--- src/event_counter_filter_map.vh ---
// register offsets, field positions, reset values of the event counter filter
`ifndef EVENT_COUNTER_FILTER_MAP_VH
`define EVENT_COUNTER_FILTER_MAP_VH

// register byte offsets
`define ECF_ADDR_W          8
`define ECF_OFS_EVSEL       8'h00
`define ECF_OFS_CFG         8'h04
`define ECF_OFS_CNT_LO      8'h08
`define ECF_OFS_CNT_HI      8'h0C
`define ECF_OFS_STATUS      8'h10
`define ECF_OFS_MASK        8'h14

// event selection register fields
`define ECF_EVSEL_USER_BIT  2
`define ECF_EVSEL_SUPV_BIT  3
`define ECF_EVSEL_MASK_LSB  9
`define ECF_EVSEL_MASK_MSB  24
`define ECF_EVSEL_CODE_LSB  25
`define ECF_EVSEL_CODE_MSB  31
`define ECF_EVSEL_RW_MASK   32'hFFFFFE0C
`define ECF_EVSEL_RESET     32'h00000000

// counter configuration register fields
`define ECF_CFG_ENABLE_BIT  12
`define ECF_CFG_SEL_LSB     13
`define ECF_CFG_SEL_MSB     15
`define ECF_CFG_CMP_BIT     18
`define ECF_CFG_CPL_BIT     19
`define ECF_CFG_THR_LSB     20
`define ECF_CFG_THR_MSB     23
`define ECF_CFG_EDGE_BIT    24
`define ECF_CFG_CASC_BIT    30
`define ECF_CFG_RW_MASK     32'h41FCF000
`define ECF_CFG_RESET       32'h00000000

// status and mask bits
`define ECF_ST_OVF_BIT      0
`define ECF_ST_CASC_BIT     1
`define ECF_ST_W            2

`endif

--- src/event_counter_filter.v ---
// event counter with threshold, edge filter, cascade start and register port
`include "event_counter_filter_map.vh"
`timescale 1ns/1ps
`default_nettype none

module event_counter_filter
#(
    parameter CNT_W     = 40,
    parameter SEL_W     = 3,
    parameter [2:0] SEL_INDEX = 3'h0
)
(
    input  wire                   ref_clk,
    input  wire                   rst_n,
    input  wire [`ECF_ADDR_W-1:0] regAddr,
    input  wire [31:0]            regWrData,
    input  wire                   regWrEn,
    input  wire                   regRdEn,
    output reg  [31:0]            regRdData,
    input  wire [3:0]             eventLines,
    input  wire                   userMode,
    input  wire                   altOverflow,
    output reg                    overflowPulse,
    output reg                    running,
    output reg                    irq
);

    reg  [31:0]            evSel_q;
    reg  [31:0]            cfg_q;
    reg  [CNT_W-1:0]       count_q;
    reg  [`ECF_ST_W-1:0]   status_q;
    reg  [`ECF_ST_W-1:0]   mask_q;
    reg                    cascStarted_q;
    reg                    prevPass_q;

    wire                   enFlag    = cfg_q[`ECF_CFG_ENABLE_BIT];
    wire [SEL_W-1:0]       selField  = cfg_q[`ECF_CFG_SEL_MSB:`ECF_CFG_SEL_LSB];
    wire                   cmpFlag   = cfg_q[`ECF_CFG_CMP_BIT];
    wire                   cplFlag   = cfg_q[`ECF_CFG_CPL_BIT];
    wire [3:0]             threshold = cfg_q[`ECF_CFG_THR_MSB:`ECF_CFG_THR_LSB];
    wire                   edgeFlag  = cfg_q[`ECF_CFG_EDGE_BIT];
    wire                   cascFlag  = cfg_q[`ECF_CFG_CASC_BIT];
    wire                   userFlag  = evSel_q[`ECF_EVSEL_USER_BIT];
    wire                   supvFlag  = evSel_q[`ECF_EVSEL_SUPV_BIT];

    // write decode shared by several processes; reads decode in their own case
    function hit;
        input [`ECF_ADDR_W-1:0] a;
        input [`ECF_ADDR_W-1:0] ofs;
        begin
            hit = (a == ofs);
        end
    endfunction

    wire                   wrEvSel  = regWrEn && hit(regAddr, `ECF_OFS_EVSEL);
    wire                   wrCfg    = regWrEn && hit(regAddr, `ECF_OFS_CFG);
    wire                   wrCntLo  = regWrEn && hit(regAddr, `ECF_OFS_CNT_LO);
    wire                   wrCntHi  = regWrEn && hit(regAddr, `ECF_OFS_CNT_HI);
    wire                   wrStatus = regWrEn && hit(regAddr, `ECF_OFS_STATUS);
    wire                   wrMask   = regWrEn && hit(regAddr, `ECF_OFS_MASK);

    // the index, not an address, picks the selection register feeding us
    wire                   selOk    = (selField == SEL_INDEX[SEL_W-1:0]);

    // events only count at privilege levels that software allowed
    wire                   privOk   = userMode ? userFlag : supvFlag;

    // cascade start holds only while the cascade flag stays set
    wire                   cascRun  = cascStarted_q && cascFlag;
    wire                   active   = (enFlag || cascRun) && selOk;

    // lines taken as one binary value: line n weighs 2**n
    localparam             N_LINES  = 4;
    wire [N_LINES-1:0]     inValue;
    genvar                 gl;

    generate
        for (gl = 0; gl < N_LINES; gl = gl + 1)
        begin : g_weight
            assign inValue[gl] = eventLines[gl];
        end
    endgenerate

    reg                    pass;

    // threshold compare; the sense flag picks which side passes
    always @*
    begin
        if (cplFlag)
            pass = (inValue <= threshold);
        else
            pass = (inValue > threshold);
    end

    // reset clears the memory, so a pass right after reset counts as an edge
    wire                   edgeHit  = pass && !prevPass_q;

    // privilege and select gate the increment, never the edge memory
    reg  [3:0]             inc;

    always @*
    begin
        if (!active || !privOk)
            inc = 4'h0;
        else if (!cmpFlag)
            inc = inValue;
        else if (edgeFlag)
            inc = {3'b000, edgeHit};
        else
            inc = {3'b000, pass};
    end

    // increment widened to the count, plus one carry bit for the wrap
    wire [CNT_W:0]         incWide  = {{(CNT_W-3){1'b0}}, inc};
    wire [CNT_W:0]         sum      = {1'b0, count_q} + incWide;
    wire                   wrapped  = sum[CNT_W];
    wire [CNT_W-1:0]       cntWrLo  = {count_q[CNT_W-1:32], regWrData};
    wire [CNT_W-1:0]       cntWrHi  = {regWrData[CNT_W-33:0], count_q[31:0]};

    // configuration registers; new values steer logic from the next cycle
    always @(posedge ref_clk or negedge rst_n)
    begin
        if (!rst_n)
            evSel_q <= `ECF_EVSEL_RESET;
        else if (wrEvSel)
            evSel_q <= regWrData & `ECF_EVSEL_RW_MASK;
    end

    always @(posedge ref_clk or negedge rst_n)
    begin
        if (!rst_n)
            cfg_q <= `ECF_CFG_RESET;
        else if (wrCfg)
            cfg_q <= regWrData & `ECF_CFG_RW_MASK;
    end

    // mask write lands at once; irq follows one cycle later
    always @(posedge ref_clk or negedge rst_n)
    begin
        if (!rst_n)
            mask_q <= {`ECF_ST_W{1'b0}};
        else if (wrMask)
            mask_q <= regWrData[`ECF_ST_W-1:0];
    end

    reg  [CNT_W-1:0]       count_d;

    // a software write to a count word beats that cycle's increment
    // the two words are written one at a time, so stop the counter first
    always @*
    begin
        count_d = sum[CNT_W-1:0];
        if (wrCntLo)
            count_d = cntWrLo;
        else if (wrCntHi)
            count_d = cntWrHi;
    end

    always @(posedge ref_clk or negedge rst_n)
    begin
        if (!rst_n)
            count_q <= {CNT_W{1'b0}};
        else
            count_q <= count_d;
    end

    // edge memory follows the threshold result every cycle, count or not
    always @(posedge ref_clk or negedge rst_n)
    begin
        if (!rst_n)
            prevPass_q <= 1'b0;
        else
            prevPass_q <= pass;
    end

    reg                    cascStarted_d;

    // cascade start latch, dropped as soon as the cascade flag is cleared
    always @*
    begin
        cascStarted_d = cascStarted_q;
        if (!cascFlag)
            cascStarted_d = 1'b0;
        else if (altOverflow)
            cascStarted_d = 1'b1;
    end

    always @(posedge ref_clk or negedge rst_n)
    begin
        if (!rst_n)
            cascStarted_q <= 1'b0;
        else
            cascStarted_q <= cascStarted_d;
    end

    // a wrap in a count word write cycle is not flagged
    wire                   ovfEvt   = wrapped && !wrCntLo && !wrCntHi;
    wire                   cascEvt  = cascFlag && altOverflow && !cascStarted_q;
    wire [`ECF_ST_W-1:0]   stSet    = {cascEvt, ovfEvt};
    wire [`ECF_ST_W-1:0]   stClr    = wrStatus ? regWrData[`ECF_ST_W-1:0] : {`ECF_ST_W{1'b0}};
    wire [`ECF_ST_W-1:0]   status_d;

    // sticky bit next value; a new event in the clearing cycle is kept
    function sticky;
        input qIn;
        input setIn;
        input clrIn;
        begin
            sticky = setIn | (qIn & ~clrIn);
        end
    endfunction

    genvar                 gs;

    // one sticky flop per status bit
    generate
        for (gs = 0; gs < `ECF_ST_W; gs = gs + 1)
        begin : g_status
            assign status_d[gs] = sticky(status_q[gs], stSet[gs], stClr[gs]);

            always @(posedge ref_clk or negedge rst_n)
            begin
                if (!rst_n)
                    status_q[gs] <= 1'b0;
                else
                    status_q[gs] <= status_d[gs];
            end
        end
    endgenerate

    wire                   irqNext  = |(status_d & mask_q);

    // outputs straight from flip-flops; irq follows the status being stored
    always @(posedge ref_clk or negedge rst_n)
    begin
        if (!rst_n)
            irq <= 1'b0;
        else
            irq <= irqNext;
    end

    always @(posedge ref_clk or negedge rst_n)
    begin
        if (!rst_n)
            overflowPulse <= 1'b0;
        else
            overflowPulse <= ovfEvt;
    end

    always @(posedge ref_clk or negedge rst_n)
    begin
        if (!rst_n)
            running <= 1'b0;
        else
            running <= active;
    end

    reg  [31:0]            rdMux;

    always @*
    begin
        rdMux = 32'h00000000;
        case (regAddr)
            `ECF_OFS_EVSEL:  rdMux = evSel_q;
            `ECF_OFS_CFG:    rdMux = cfg_q;
            `ECF_OFS_CNT_LO: rdMux = count_q[31:0];
            `ECF_OFS_CNT_HI: rdMux = {{(64-CNT_W){1'b0}}, count_q[CNT_W-1:32]};
            `ECF_OFS_STATUS: rdMux = {{(32-`ECF_ST_W){1'b0}}, status_q};
            `ECF_OFS_MASK:   rdMux = {{(32-`ECF_ST_W){1'b0}}, mask_q};
            default:         rdMux = 32'h00000000;
        endcase
    end

    // read data valid only in the cycle after the strobe
    always @(posedge ref_clk or negedge rst_n)
    begin
        if (!rst_n)
            regRdData <= 32'h00000000;
        else if (regRdEn)
            regRdData <= rdMux;
        else
            regRdData <= 32'h00000000;
    end

endmodule // event_counter_filter

`default_nettype wire

--- config.mk ---
export PLATFORM = sky130hd
export DESIGN_NAME = event_counter_filter
export DESIGN_NICKNAME = d
export VERILOG_FILES = /design/src/event_counter_filter.v
export VERILOG_INCLUDE_DIRS = /design/src /design/src/src
export SDC_FILE = /design/constraint.sdc
export NUM_CORES = 1
export LEC_CHECK = 0
export BUFFER_PORTS_ARGS = -buffer_cell sky130_fd_sc_hd__buf_2
export CORE_MARGIN = 1.5
export CORE_UTILIZATION = 57
export DETAILED_ROUTE_END_ITERATION = 8
export GPL_TIMING_DRIVEN = 1
export PLACE_DENSITY = 0.78
export SKIP_CTS_REPAIR_TIMING = 1
export SLEW_MARGIN = 15
export SYNTH_ARGS = -nofsm -noshare
export SYNTH_HDL_FRONTEND = slang
export SYNTH_SLANG_ARGS = --single-unit
--- constraint.sdc ---
create_clock -name ref_clk -period 3.8 [get_ports ref_clk]
set_input_delay 1.14 -clock ref_clk [delete_from_list [all_inputs] [get_ports ref_clk]]
set_output_delay 1.14 -clock ref_clk [all_outputs]
set_load 0.02 [all_outputs]
# [Word level (Yosys, flattened, before mapping)]
# Index checks and enable logic that the tools add are counted.
[word_totals] ff_bits=118 word_cells=66
[op_classes] n_mux=12 n_lt_le_gt_ge=2 eq_ne=7 addsub=1 n_reduce_logical=24 bitwise=7
[ops] cell="case mux 32 bit (6 select lines)" count=1
[ops] cell="two-way mux 32 bit" count=2
[ops] cell="adder 40 x 4 -> 41 bit" count=1
[ops] cell="two-way mux 40 bit" count=1
[ops] cell="equality test 8 x 4 -> 1 bit (second input constant)" count=2
[ops] cell="equality test 8 x 5 -> 1 bit (second input constant)" count=2
[ops] cell="logical AND 1 bit" count=13
[ops] cell="equality test 8 x 3 -> 1 bit (second input constant)" count=1
[ops] cell="logical NOT 8 bit" count=1
[ops] cell="two-way mux 4 bit" count=2
[ops] cell="logical NOT 1 bit" count=6
[ops] cell="two-way mux 1 bit" count=5
[ops] cell="greater-than comparator 4 bit" count=1
[ops] cell="<= comparator 4 bit" count=1
[ops] cell="!= test 2 bit (second input constant)" count=2
[ops] cell="logical NOT 3 bit" count=1
[ops] cell="AND 1 bit" count=2
[ops] cell="AND 2 bit" count=1
[ops] cell="logical OR 1 bit" count=2
[ops] cell="two-way mux 2 bit" count=1
[ops] cell="inverter 1 bit" count=2
[ops] cell="OR 1 bit" count=2
[ops] cell="OR reduction 2 bit" count=1

# [Logic depth before layout (Yosys ltp)]
# Gate-level depths: netlist of the first run.
[logic_depth] depth_word=12 ltp_mapped=15 depth_no_buf=14

# [Worst setup path before layout of the first run]
# OpenSTA, ideal clock, no wires.
[synth_path] kind="input port to flip-flop" start="input eventLines[1]" end="register count_q[36]" setup_time_ps=87 slack_ps=-161 t_arrival_ps=3874 required_ps=3713 cell_stages=14 path_cell_list="ha_1 > nor2b_1 > o21ai_0 > a21oi_1 > xor2_1 > o21a_1 > ha_1 > fa_1 > a21o_1 > a41oi_1 > or4_1 > buf_2 > or4_1 > o211ai_1"
[synth_via] elab_chain_cells=8
[synth_lines] element="start: declaration" line_no="event_counter_filter.v:20" rtl="input wire [3:0] eventLines,"
[synth_lines] element="greater-than comparator 4 bit or <= comparator 4 bit (tied branches)" line_no="event_counter_filter.v:92, event_counter_filter.v:90"
[synth_lines] element="two-way mux 1 bit (*)" line_no="event_counter_filter.v:89" rtl="if (cplFlag)"
[synth_lines] element="via pass" line_no="event_counter_filter.v:84" rtl="reg pass;"
[synth_lines] element="logical AND 1 bit" line_no="event_counter_filter.v:96" rtl="wire edgeHit = pass && !prevPass_q;"
[synth_lines] element="two-way mux 1 bit (*)" line_no="event_counter_filter.v:107" rtl="else if (edgeFlag)"
[synth_lines] element="two-way mux 4 bit (*)" line_no="event_counter_filter.v:105" rtl="else if (!cmpFlag)"
[synth_lines] element="two-way mux 4 bit (*)" line_no="event_counter_filter.v:103" rtl="if (!active || !privOk)"
[synth_lines] element="adder 40 x 4 -> 41 bit (*)" line_no="event_counter_filter.v:115" rtl="wire [CNT_W:0] sum = {1'b0, count_q} + incWide;"
[synth_lines] element="two-way mux 40 bit (*)" line_no="event_counter_filter.v:155" rtl="else if (wrCntHi)"
[synth_lines] element="end signal: assignment" line_no="event_counter_filter.v:162" rtl="count_q <= {CNT_W{1'b0}};"
[synth_lines] element="end signal: assignment" line_no="event_counter_filter.v:164" rtl="count_q <= count_d;"
[synth_lines] element="end: declaration" line_no="event_counter_filter.v:30" rtl="reg [CNT_W-1:0] count_q;"
# The timed path passes the listed nets; every way through them passes the cells marked *. The select of a mux whose other input is x is not followed.
# A chain may end at the register's enable or synchronous reset.

# [Final worst setup path of the first run]
# Ends and elaborated chain as after synthesis.

==> results of run 1 <==
[worst register-to-register path, cell delays in order (launching register included)]
cell	delay, ns
dfrtp_1	0.35
inv_1	0.06
ha_1	0.28
nor2b_1	0.12
o21ai_0	0.07
a21oi_1	0.19
xor2_1	0.25
o21a_1	0.16
ha_1	0.20
fa_1	0.21
a21o_1	0.15
a41oi_2	0.14
or4_4	0.48
or4_1	0.51
o211ai_1	0.10
[where the power goes]
group / total (mW) / switching (mW) / internal, mW
combinational: 0.240 / 0.132 / 0.108
sequential: 1.41 / 0.0829 / 1.32
clock: 1.66 / 0.554 / 1.11
total: 3.31 / 0.769 / 2.54
[kinds of logic after synthesis]
kind of cell,count (synthesis)
simple gates,220
mux,58
buf+inv,46
fa+ha+maj,9
xor+xnor,4
flops,118
compound gates,133
[cells in the final DEF, fill, tap and decap left out, types with 3 or more instances in the layout]
cell,instances
a211o_1,3
a211oi_1,15
a21o_1,3
a21oi_1,30
a22oi_1,15
a311oi_1,8
a31o_2,4
a31oi_1,4
and2_1,7
and3_1,11
and4_1,11
buf_2,83
buf_4,33
bufinv_16,4
clkbuf_16,16
clkbuf_8,4
clkinv_2,6
dfrtp_1,118
ha_1,8
inv_1,11
mux2_2,38
mux2i_1,20
nand2_1,39
nand3_1,22
nand4_1,11
nor2_1,82
nor2b_1,3
nor3_1,11
nor4_1,7
nor4b_1,3
o211ai_1,8
o21ai_0,17
o221a_2,3
o22ai_1,4
or4_1,3
xor2_1,3
[state kept, by name, indices dropped and copies added (netlist names)]
register       cells
evSel_q           25
running            1
status_q           2
regRdData         32
prevPass_q         1
cascStarted_q      1
count_q           40
irq                1
mask_q             2
overflowPulse      1
cfg_q             12
[how the worst max path moves through the flow]
stage | from | slack [ns] | to
final | eventLines[1] | 0.15 | count_q[36]$_DFFE_PN0N_
after floorplan | eventLines[1] | -0.14 | count_q[36]$_DFFE_PN0N_
after detailed placement | eventLines[1] | -0.40 | count_q[36]$_DFFE_PN0N_
after global placement | eventLines[1] | -0.31 | count_q[36]$_DFFE_PN0N_
after CTS | eventLines[1] | 0.13 | count_q[36]$_DFFE_PN0N_
after global routing | eventLines[1] | 0.002 | count_q[34]$_DFFE_PN0N_
[metrics by stage]
stage	hold slack, ns	power, mW	instance area, um^2	std cells	setup slack [ns]
global route	0.495	3.42	7300	839	0.00220
CTS	0.480	3.32	7300	839	0.131
global placement	0.461	1.65	6690	807	-0.307
finish	0.478	3.31	7300	839	0.150
floorplan	0.440	1.53	5980	588	-0.136
detailed placement	0.471	1.66	6690	807	-0.403
[final cells by class]
type | count | area [um^2]
fillers | 771 | 2930
clock buffers | 22 | 463
well taps | 136 | 170
inverters | 12 | 45.0
flip-flops and latches | 118 | 2950
repair buffers | 117 | 683
clock inverters | 10 | 150
multi-input cells | 424 | 2840
[routing by layer]
metal	routed length [um]	vias up	global-route usage, %
met5	0	-	0
met4	426	0	14.1
met3	1170	40	7.48
met2	7900	242	50.6
met1	6630	2561	39.2
li1	-	2399	-
==> flow_summary_export.csv, run 1 <==
group,metric,value,unit
worst_setup_path,crit_buf_inv,1,
drt,dr_total_vias,5242,
worst_setup_path,arrival,4.11,ns
floorplan,initial_core_util,58.4,%
drt,drtIter0Drc,396,
global_routing,antenna_found_initial,0,
global_routing,grt_max_degree,66,
worst_hold_path,hold_path.class,"reg -> reg",
global_routing,grt_pass1_wl,26500,um
worst_setup_path,critPathMaxStageDelay,0.51,ns
final_layout,nNetsFinal,749,
timing,skew,0.00698,ns
power,ir_worst_vdd,0.000267,V
clock_tree,htreeDepth,4,
synthesis,synth_top_family_by_area,"simple AND/OR/NAND/NOR gates",
timing,rsz0062_at_grt,"false",
synthesis,yosys.area.top_type,"dfrtp_1",
worst_setup_path,critPathSlowestCell,"or4_1",
timing,period_share,96.1,%
timing,worst_pin_slew,0.815,ns
worst_hold_path,hold_start,"cfg_q[13]$_DFFE_PN0P_",
drt,via_per_inst,6.25,
synthesis,syn_area_per_cell,10.2,um^2
floorplan,io_pins,85,
timing,maxSlewHeadroom,44.9,%
floorplan,die_w,105,um
global_routing,grt_overflow,0,
clock_tree,cts-root-buf,"clkbuf_8",
synthesis,synth.most_common_cell,"dfrtp_1",
clock_tree,cts.sinks,118,
worst_setup_path,r2r_cells,14,
placement,routabilityCongestion,0.948,
power,p_leak,3.58,nW
placement,placement.io_buffers,84,
timing,setup_viol,0,
worst_setup_path,critical_path.cell_chain,"buf_2 > ha_1 > nor2b_1 > o21ai_0 > a21oi_1 > xor2_1 > o21a_1 > ha_1 > fa_1 > a21o_1 > a41oi_2 > or4_4 > or4_1 > o211ai_1",
outcome,outcome,"finished clean",
clock_tree,clkTransAtPathRegs,0.06,ns
synthesis,synth_top_area_share,49.4,%
clock_tree,cts_buffers,17,
worst_hold_path,hold_depth,1,
worst_setup_path,worstReg2RegEnd,"count_q[36]$_DFFE_PN0N_",
worst_setup_path,start_kind,"input pin",
global_routing,grt_pass1_vias,5234,
worst_setup_path,crit_family,"simple AND/OR/NAND/NOR gates",
timing,finalHoldViolCount,0,
drt,wl_per_cell,19.2,um
worst_setup_path,cp-end-kind,"register",
synthesis,synth-compound-area-share,15.5,%
drt,drt_pass1_iterations,5,
synthesis,yosysUniqueCellTypes,59,
synthesis,synth_common_cells,"dfrtp_1 (118), nor2_1 (82), nand2_1 (39)",
synthesis,synth-simple-area-share,18.7,%
synthesis,ys_seq_area_share,49.4,%
synthesis,synthFlopType,"dfrtp_1",
timing,clock.fmax,0.274,GHz
synthesis,muxShareOfSynthArea,10.5,%
drt,antenna_left,0,
worst_setup_path,r2r_start,"cfg_q[21]$_DFFE_PN0P_",
placement,dp_hpwl,11300,um
final_layout,layout-drive-gt1-share,28.3,%
synthesis,synthesis.nets,647,
clock_tree,cts_tree,"built",
worst_setup_path,rrSetupSlack,0.47,ns
synthesis,ys_warn_count,0,
synthesis,synth.cell_area,0.00597,mm^2
worst_setup_path,cp.required,4.25,ns
worst_hold_path,holdPathEnd,"running$_DFF_PN0_",
clock_tree,clkLatencyLatePin,0.53,ns
final_layout,antenna_cells,0,
synthesis,synthAdderAreaFrac,2.01,%
synthesis,synth-seq-cells,118,
timing,slew_viol_final,0,
synthesis,netlist_instances,588,
worst_setup_path,crit_fanout,6,
worst_setup_path,crit_top_cell,"ha_1",
floorplan,fp.dieH,105,um
final_layout,fin_util,71.4,%
drt,routed_wl,16100,um
floorplan,die_area,0.0111,mm^2
worst_setup_path,worstSetupPathDepth,14,
floorplan,core,0.0102,mm^2
flow_run,cap_violations,0,
clock_tree,cts.path.max_buffers,2,
synthesis,synth_area_leaders,"dfrtp_1 (49%), mux2_2 (7.2%), nor2_1 (5.2%)",
drt,drcViolationCount,0,
synthesis,synth_xor_area_share,0.586,%
floorplan,fp-row-count,37,
synthesis,synth_edf_count,0,
timing,finalSetupTns,0,ns
worst_setup_path,path_class,"in -> reg",
global_routing,gr-usage-all-layers,31.0,%
final_layout,areaGrowthSynthToFinish,22.2,%
timing,finalCriticalPeriod,3.65,ns
power,cellPowerDensity,453,mW/mm^2
synthesis,async_flop_share,100,%
(Power assumes the default switching activity.)
==> run 2: changes to the inputs <==
--- a/config.mk
+++ b/config.mk
@@ -9,3 +9,3 @@
 export BUFFER_PORTS_ARGS = -buffer_cell sky130_fd_sc_hd__buf_2
-export CORE_MARGIN = 1.5
+export CORE_MARGIN = 5
 export CORE_UTILIZATION = 57
--- a/constraint.sdc
+++ b/constraint.sdc
@@ -3,2 +3,2 @@
 set_output_delay 1.14 -clock ref_clk [all_outputs]
-set_load 0.02 [all_outputs]
+set_load 0.05 [all_outputs]
==> run 2 against run 1 <==
Sequential share of layout area shrank 0.31 points; global-route usage decreased by 2.2 points; final cell count is the same; hold slack better by 0.012 ns; final area is 0.77% higher; combinational power up 3%; register-to-register slack barely moved; routed wire length rose by 8.3%; non-clock buffer count stayed put; critical path depth increased by 1; sequential power hardly changed; maximum frequency rose by 0.39%; critical path type unchanged.
==> flow_summary_export.csv, run 2 (synthesis gave the netlist of run 1 again) <==
group,metric,value,unit
worst_setup_path,cp.required,4.22,ns
final_layout,final_cell_mix,"dfrtp_1 (118), buf_2 (83), nor2_1 (82)",
power,switching_share,22.7,%
drt,drt_pass1_iterations,5,
worst_setup_path,critPathSlowestCell,"fa_1",
timing,finalCriticalPeriod,3.64,ns
power,ir_worst_vdd,0.000283,V
global_routing,grt_max_degree,62,
floorplan,die_w,112,um
final_layout,final_common_cell,"dfrtp_1",
global_routing,grtUsageMet3,7.22,%
final_layout,num-fill-cells,767,
final_layout,fin_util,71.6,%
timing,rsz0062_at_grt,"false",
power,clock_power_share,52.0,%
clock_tree,htreeDepth,4,
power,p_total,3.45,mW
timing,finalHoldViolCount,0,
clock_tree,cts-root-buf,"clkbuf_8",
power,power_switching,0.783,mW
timing,slew_viol_final,0,
floorplan,io_pins,85,
global_routing,grt_pass1_vias,5480,
placement,routabilityCongestion,0.951,
final_layout,regMostFlops,"count_q",
drt,drtIter0Drc,390,
clock_tree,cts.sinks,118,
timing,clock.fmax,0.275,GHz
outcome,outcome,"finished clean",
global_routing,grt_overflow,0,
floorplan,fp-row-count,37,
worst_hold_path,hold_depth,1,
clock_tree,clkLatencyLatePin,0.54,ns
floorplan,core,0.0103,mm^2
timing,finalSetupTns,0,ns
drt,drcViolationCount,0,
power,power_frac_comb,7.1,%
worst_setup_path,path_class,"in -> reg",
final_layout,areaGrowthSynthToFinish,23.2,%
timing,skew,0.00743,ns
power,pwr-share-seq,40.8,%
final_layout,antenna_cells,0,
floorplan,initial_core_util,58.1,%
clock_tree,cts.path.max_buffers,2,
final_layout,top_regs,"count_q x40, regRdData x32, evSel_q x25",
worst_setup_path,worstSetupPathDepth,15,
global_routing,antenna_found_initial,0,
timing,maxSlewHeadroom,47.8,%
worst_setup_path,critical_path.cell_chain,"buf_2 > ha_1 > nor2b_1 > o21ai_0 > a21oi_1 > xor2_1 > o21a_1 > ha_2 > fa_1 > a21o_1 > buf_4 > a41o_1 > nand2_1 > nor2_1 > a221o_1",
power,cellPowerDensity,469,mW/mm^2
flow_run,cap_violations,0,
global_routing,grt.busiest_layer,"met2",
worst_setup_path,cp-end-kind,"register",
timing,worst_pin_slew,0.783,ns
floorplan,fp.dieH,112,um
timing,fin_ws,0.164,ns
placement,dp_hpwl,12200,um
drt,wl_per_cell,20.8,um
global_routing,grt_pass1_wl,28600,um
final_layout,fin_area,0.00736,mm^2
drt,via_per_inst,6.30,
global_routing,gr-usage-all-layers,28.8,%
placement,dp_slack,-0.381,ns
drt,dr_total_vias,5288,
final_layout,layout-drive-gt1-share,28.4,%
power,p_leak,3.59,nW
worst_setup_path,crit_fanout,7,
timing,period_share,95.7,%
floorplan,die_area,0.0126,mm^2
global_routing,use_met2,47.1,%
drt,routed_wl,17500,um
timing,setup_viol,0,
worst_hold_path,hold_path.class,"reg -> reg",
worst_setup_path,start_kind,"input pin",
worst_setup_path,arrival,4.06,ns
clock_tree,cts_buffers,17,
worst_setup_path,crit_family,"compound AO/OA/AOI/OAI gates",
worst_setup_path,critPathMaxStageDelay,0.37,ns
clock_tree,clkTransAtPathRegs,0.06,ns
final_layout,nNetsFinal,749,
drt,antenna_left,0,
clock_tree,cts_tree,"built",
worst_setup_path,crit_buf_inv,2,
global_routing,grtUsageMet1,36.4,%
worst_setup_path,r2r_cells,15,
placement,placement.io_buffers,84,
power,internal_power,2.67,mW
final_layout,largest_reg_flops,40,
placement,postPlaceCellArea,0.00669,mm^2
[run 2: changes by cell type in the layout (fill, tap and decap cells not counted), sizes merged]
| cell | change |
|---|---|
| clkinv | -5 |
| clkinvlp | +1 |
| clkbuf | +3 |
| bufinv | +1 |
[run 2: path summary, 6_finish.rpt]
kind,from,end,slack [ns]
setup / recovery,eventLines[1],count_q[6]$_DFFE_PN0P_,0.16
hold / removal,cfg_q[13]$_DFFE_PN0P_,running$_DFF_PN0_,0.49
setup reg to reg,cfg_q[21]$_DFFE_PN0P_,count_q[6]$_DFFE_PN0P_,0.47
hold reg to reg,cfg_q[13]$_DFFE_PN0P_,running$_DFF_PN0_,0.49
max in group asynchronous,rst_n,cfg_q[24]$_DFFE_PN0P_,2.31
min in group asynchronous,rst_n,count_q[29]$_DFFE_PN0P_,0.68
[run 2: stage by stage]
| step | instances | hold WS, ns |
|---|---|---|
| 2_1_floorplan | 588 | 0.440 |
| 3_3_place_gp | 807 | 0.467 |
| 3_5_place_dp | 807 | 0.475 |
| 4_1_cts | 839 | 0.484 |
| 5_1_grt | 839 | 0.530 |
| 6_report | 839 | 0.490 |
[run 2: power groups by stage]
stage / sequential, mW / clock (mW) / combinational [mW]
finish: 1.41 / 1.80 / 0.247
floorplan: 1.40 / 0 / 0.141
global placement: 1.42 / 0 / 0.233
global route: 1.42 / 1.86 / 0.273
CTS: 1.41 / 1.80 / 0.247
detailed placement: 1.43 / 0 / 0.243
[run 2: routing by layer]
metal	share of wire [%]	up-vias	wire, um
li1	-	2386	-
met3	7.5	50	1310
met5	0	-	0
met1	41	2592	7080
met2	49	260	8500
met4	3.2	0	556
[run 2: final cells by class]
type	instances	area (um^2)	share of cell area, %
repair buffers	117	683	9.28
flip-flops and latches	118	2950	40.1
multi-input cells	424	2840	38.6
well taps	136	170	2.31
clock inverters	7	163	2.21
inverters	12	45.0	0.612
clock buffers	25	504	6.85
==> run 3: changes to the inputs <==
Settings changed: PLACE_DENSITY 0.78 to unset, PLACE_DENSITY_LB_ADDON set to 0.12.
==> run 3 against run 2 <==
Non-clock buffer count rose by 3; largest cell class unchanged; final area fell by 0.80%; critical path type unchanged; largest power group unchanged; sequential share of layout area rose by 0.32 points; final cell count rose by 0.36%; highest routed layer unchanged; routed wire length fell by 4.8%.
==> flow_summary_export.csv, run 3 (synthesis gave the netlist of run 1 again) <==
group,metric,value,unit
outcome,outcome,"finished clean",
timing,maxSlewHeadroom,46.4,%
timing,worst_pin_slew,0.805,ns
drt,routed_wl,16600,um
drt,via_per_inst,6.25,
flow_run,cap_violations,0,
worst_setup_path,path_class,"in -> reg",
worst_setup_path,start_kind,"input pin",
worst_setup_path,r2r_start,"cfg_q[21]$_DFFE_PN0P_",
clock_tree,cts.path.max_buffers,2,
global_routing,grt_pass1_wl,27800,um
floorplan,fp.dieH,112,um
timing,clock.fmax,0.277,GHz
power,ir_worst_vdd,0.000418,V
worst_hold_path,holdPathEnd,"running$_DFF_PN0_",
final_layout,antenna_cells,0,
power,p_leak,3.57,nW
global_routing,grt_pass1_vias,5361,
power,p_total,3.22,mW
timing,rsz0062_at_grt,"true",
floorplan,die_w,112,um
floorplan,io_pins,85,
drt,drcViolationCount,0,
final_layout,num-fill-cells,775,
placement,dp_hpwl,11700,um
timing,finalCriticalPeriod,3.62,ns
final_layout,multi_input_area,0.00284,mm^2
final_layout,regMostFlops,"count_q",
worst_setup_path,cp.required,4.24,ns
timing,setup_viol,0,
drt,drtIter0Drc,393,
worst_hold_path,hold_depth,1,
worst_setup_path,r2r_cells,14,
worst_setup_path,worstReg2RegEnd,"count_q[36]$_DFFE_PN0N_",
floorplan,die_area,0.0126,mm^2
clock_tree,clkLatencyLatePin,0.53,ns
clock_tree,cts.sinks,118,
clock_tree,cts_buffers,17,
timing,slew_viol_final,0,
timing,holdWs,0.483,ns
placement,placement.io_buffers,84,
final_layout,areaGrowthSynthToFinish,22.2,%
worst_setup_path,cp-end-kind,"register",
global_routing,grt_overflow,0,
final_layout,largest_reg_flops,40,
power,cellPowerDensity,442,mW/mm^2
global_routing,grt_max_degree,71,
placement,routabilityCongestion,0.927,
clock_tree,cts-root-buf,"clkbuf_8",
clock_tree,htreeDepth,4,
worst_setup_path,critical_path.cell_chain,"buf_2 > ha_1 > nor2b_1 > o21ai_0 > a21oi_1 > xor2_1 > o21a_1 > ha_1 > fa_1 > a21o_1 > a41oi_2 > or4_4 > or4_1 > o211ai_1",
final_layout,nNetsFinal,752,
worst_hold_path,hold_path.class,"reg -> reg",
worst_setup_path,rrSetupSlack,0.51,ns
drt,antenna_left,0,
floorplan,fp-row-count,37,
worst_setup_path,crit_fanout,6,
final_layout,layout-drive-gt1-share,28.5,%
clock_tree,cts_tree,"built",
final_layout,final_cells,842,
final_layout,area.sequential,0.00295,mm^2
drt,drt_pass1_iterations,6,
floorplan,core,0.0103,mm^2
placement,dp.cells,810,
timing,finalHoldViolCount,0,
timing,period_share,95.2,%
worst_setup_path,critPathSlowestCell,"or4_1",
final_layout,final_common_cell,"dfrtp_1",
drt,dr_total_vias,5262,
worst_setup_path,critPathMaxStageDelay,0.52,ns
global_routing,antenna_found_initial,0,
worst_hold_path,hold_start,"cfg_q[14]$_DFFE_PN0P_",
drt,wl_per_cell,19.7,um
global_routing,gr-usage-all-layers,27.8,%
worst_setup_path,arrival,4.06,ns
timing,skew,0.00797,ns
floorplan,initial_core_util,58.1,%
clock_tree,clkTransAtPathRegs,0.06,ns
final_layout,top_regs,"count_q x40, regRdData x32, evSel_q x25",
worst_setup_path,crit_top_cell,"ha_1",
final_layout,final_cell_mix,"dfrtp_1 (118), buf_2 (83), nor2_1 (82)",
==> run 3: cell count changes in the layout (fill, tap and decap cells not counted), moves of 2 or more <==
cell | previous run | this run
buf_4 | 33 | 36
bufinv_16 | 5 | 3
clkinv_2 | 1 | 4
clkbuf_8 | 7 | 3
clkbuf_1 | 2 | 4
==> run 3: cell type report <==
cell class                 instances  area share, %
sequential                       118           40.5
multi-input combinational        424           39.0
timing repair buffer             120           9.67
clock buffer                      23           6.26
inverter                          12          0.617
clock inverter                     9           1.71
tap                              136           2.33
==> run 3: power by group <==
part           switching [mW]  internal [mW]
Clock                   0.548           1.03
Combinational           0.132          0.109
Sequential             0.0823           1.32
==> run 3: routing by layer <==
metal,share of wire [%],vias to the layer above,global-route usage (%)
li1,-,2397,-
met1,42,2612,35.7
met2,49,211,45.1
met3,5.9,42,7.17
met4,2.6,0,11.3
met5,0,-,0
==> run 3: worst max-delay path by stage <==
stage	from	to	slack, ns	cells past startpoint
floorplan	eventLines[1]	count_q[36]$_DFFE_PN0N_	-0.14	14
global placement	eventLines[1]	count_q[36]$_DFFE_PN0N_	-0.30	14
detailed placement	eventLines[1]	count_q[36]$_DFFE_PN0N_	-0.42	14
CTS	eventLines[1]	count_q[36]$_DFFE_PN0N_	0.13	14
global route	eventLines[1]	count_q[36]$_DFFE_PN0N_	-0.008	14
finish	eventLines[1]	count_q[36]$_DFFE_PN0N_	0.18	14
==> run 3: stage by stage <==
| stage | TNS, ns | util [%] | setup WS [ns] | instance area, um^2 |
|---|---|---|---|---|
| floorplan | -0.236 | - | -0.136 | 5980 |
| global placement | -3.79 | 65.3 | -0.300 | 6710 |
| detailed placement | -6.19 | 65.3 | -0.420 | 6710 |
| CTS | 0 | 70.9 | 0.126 | 7290 |
| global route | -0.00820 | 71.0 | -0.00820 | 7300 |
| finish | 0 | 71.0 | 0.184 | 7300 |
==> run 3: critical path: cells and delay by family <==
kind | cells | cell delay [ns]
AOI/OAI and AO/OA | 6 | 0.79
xor gates and xnor gates | 1 | 0.21
buffers and inverters | 1 | 0.11
and+or+nand+nor | 3 | 1.13
adders and majority gates | 3 | 0.68
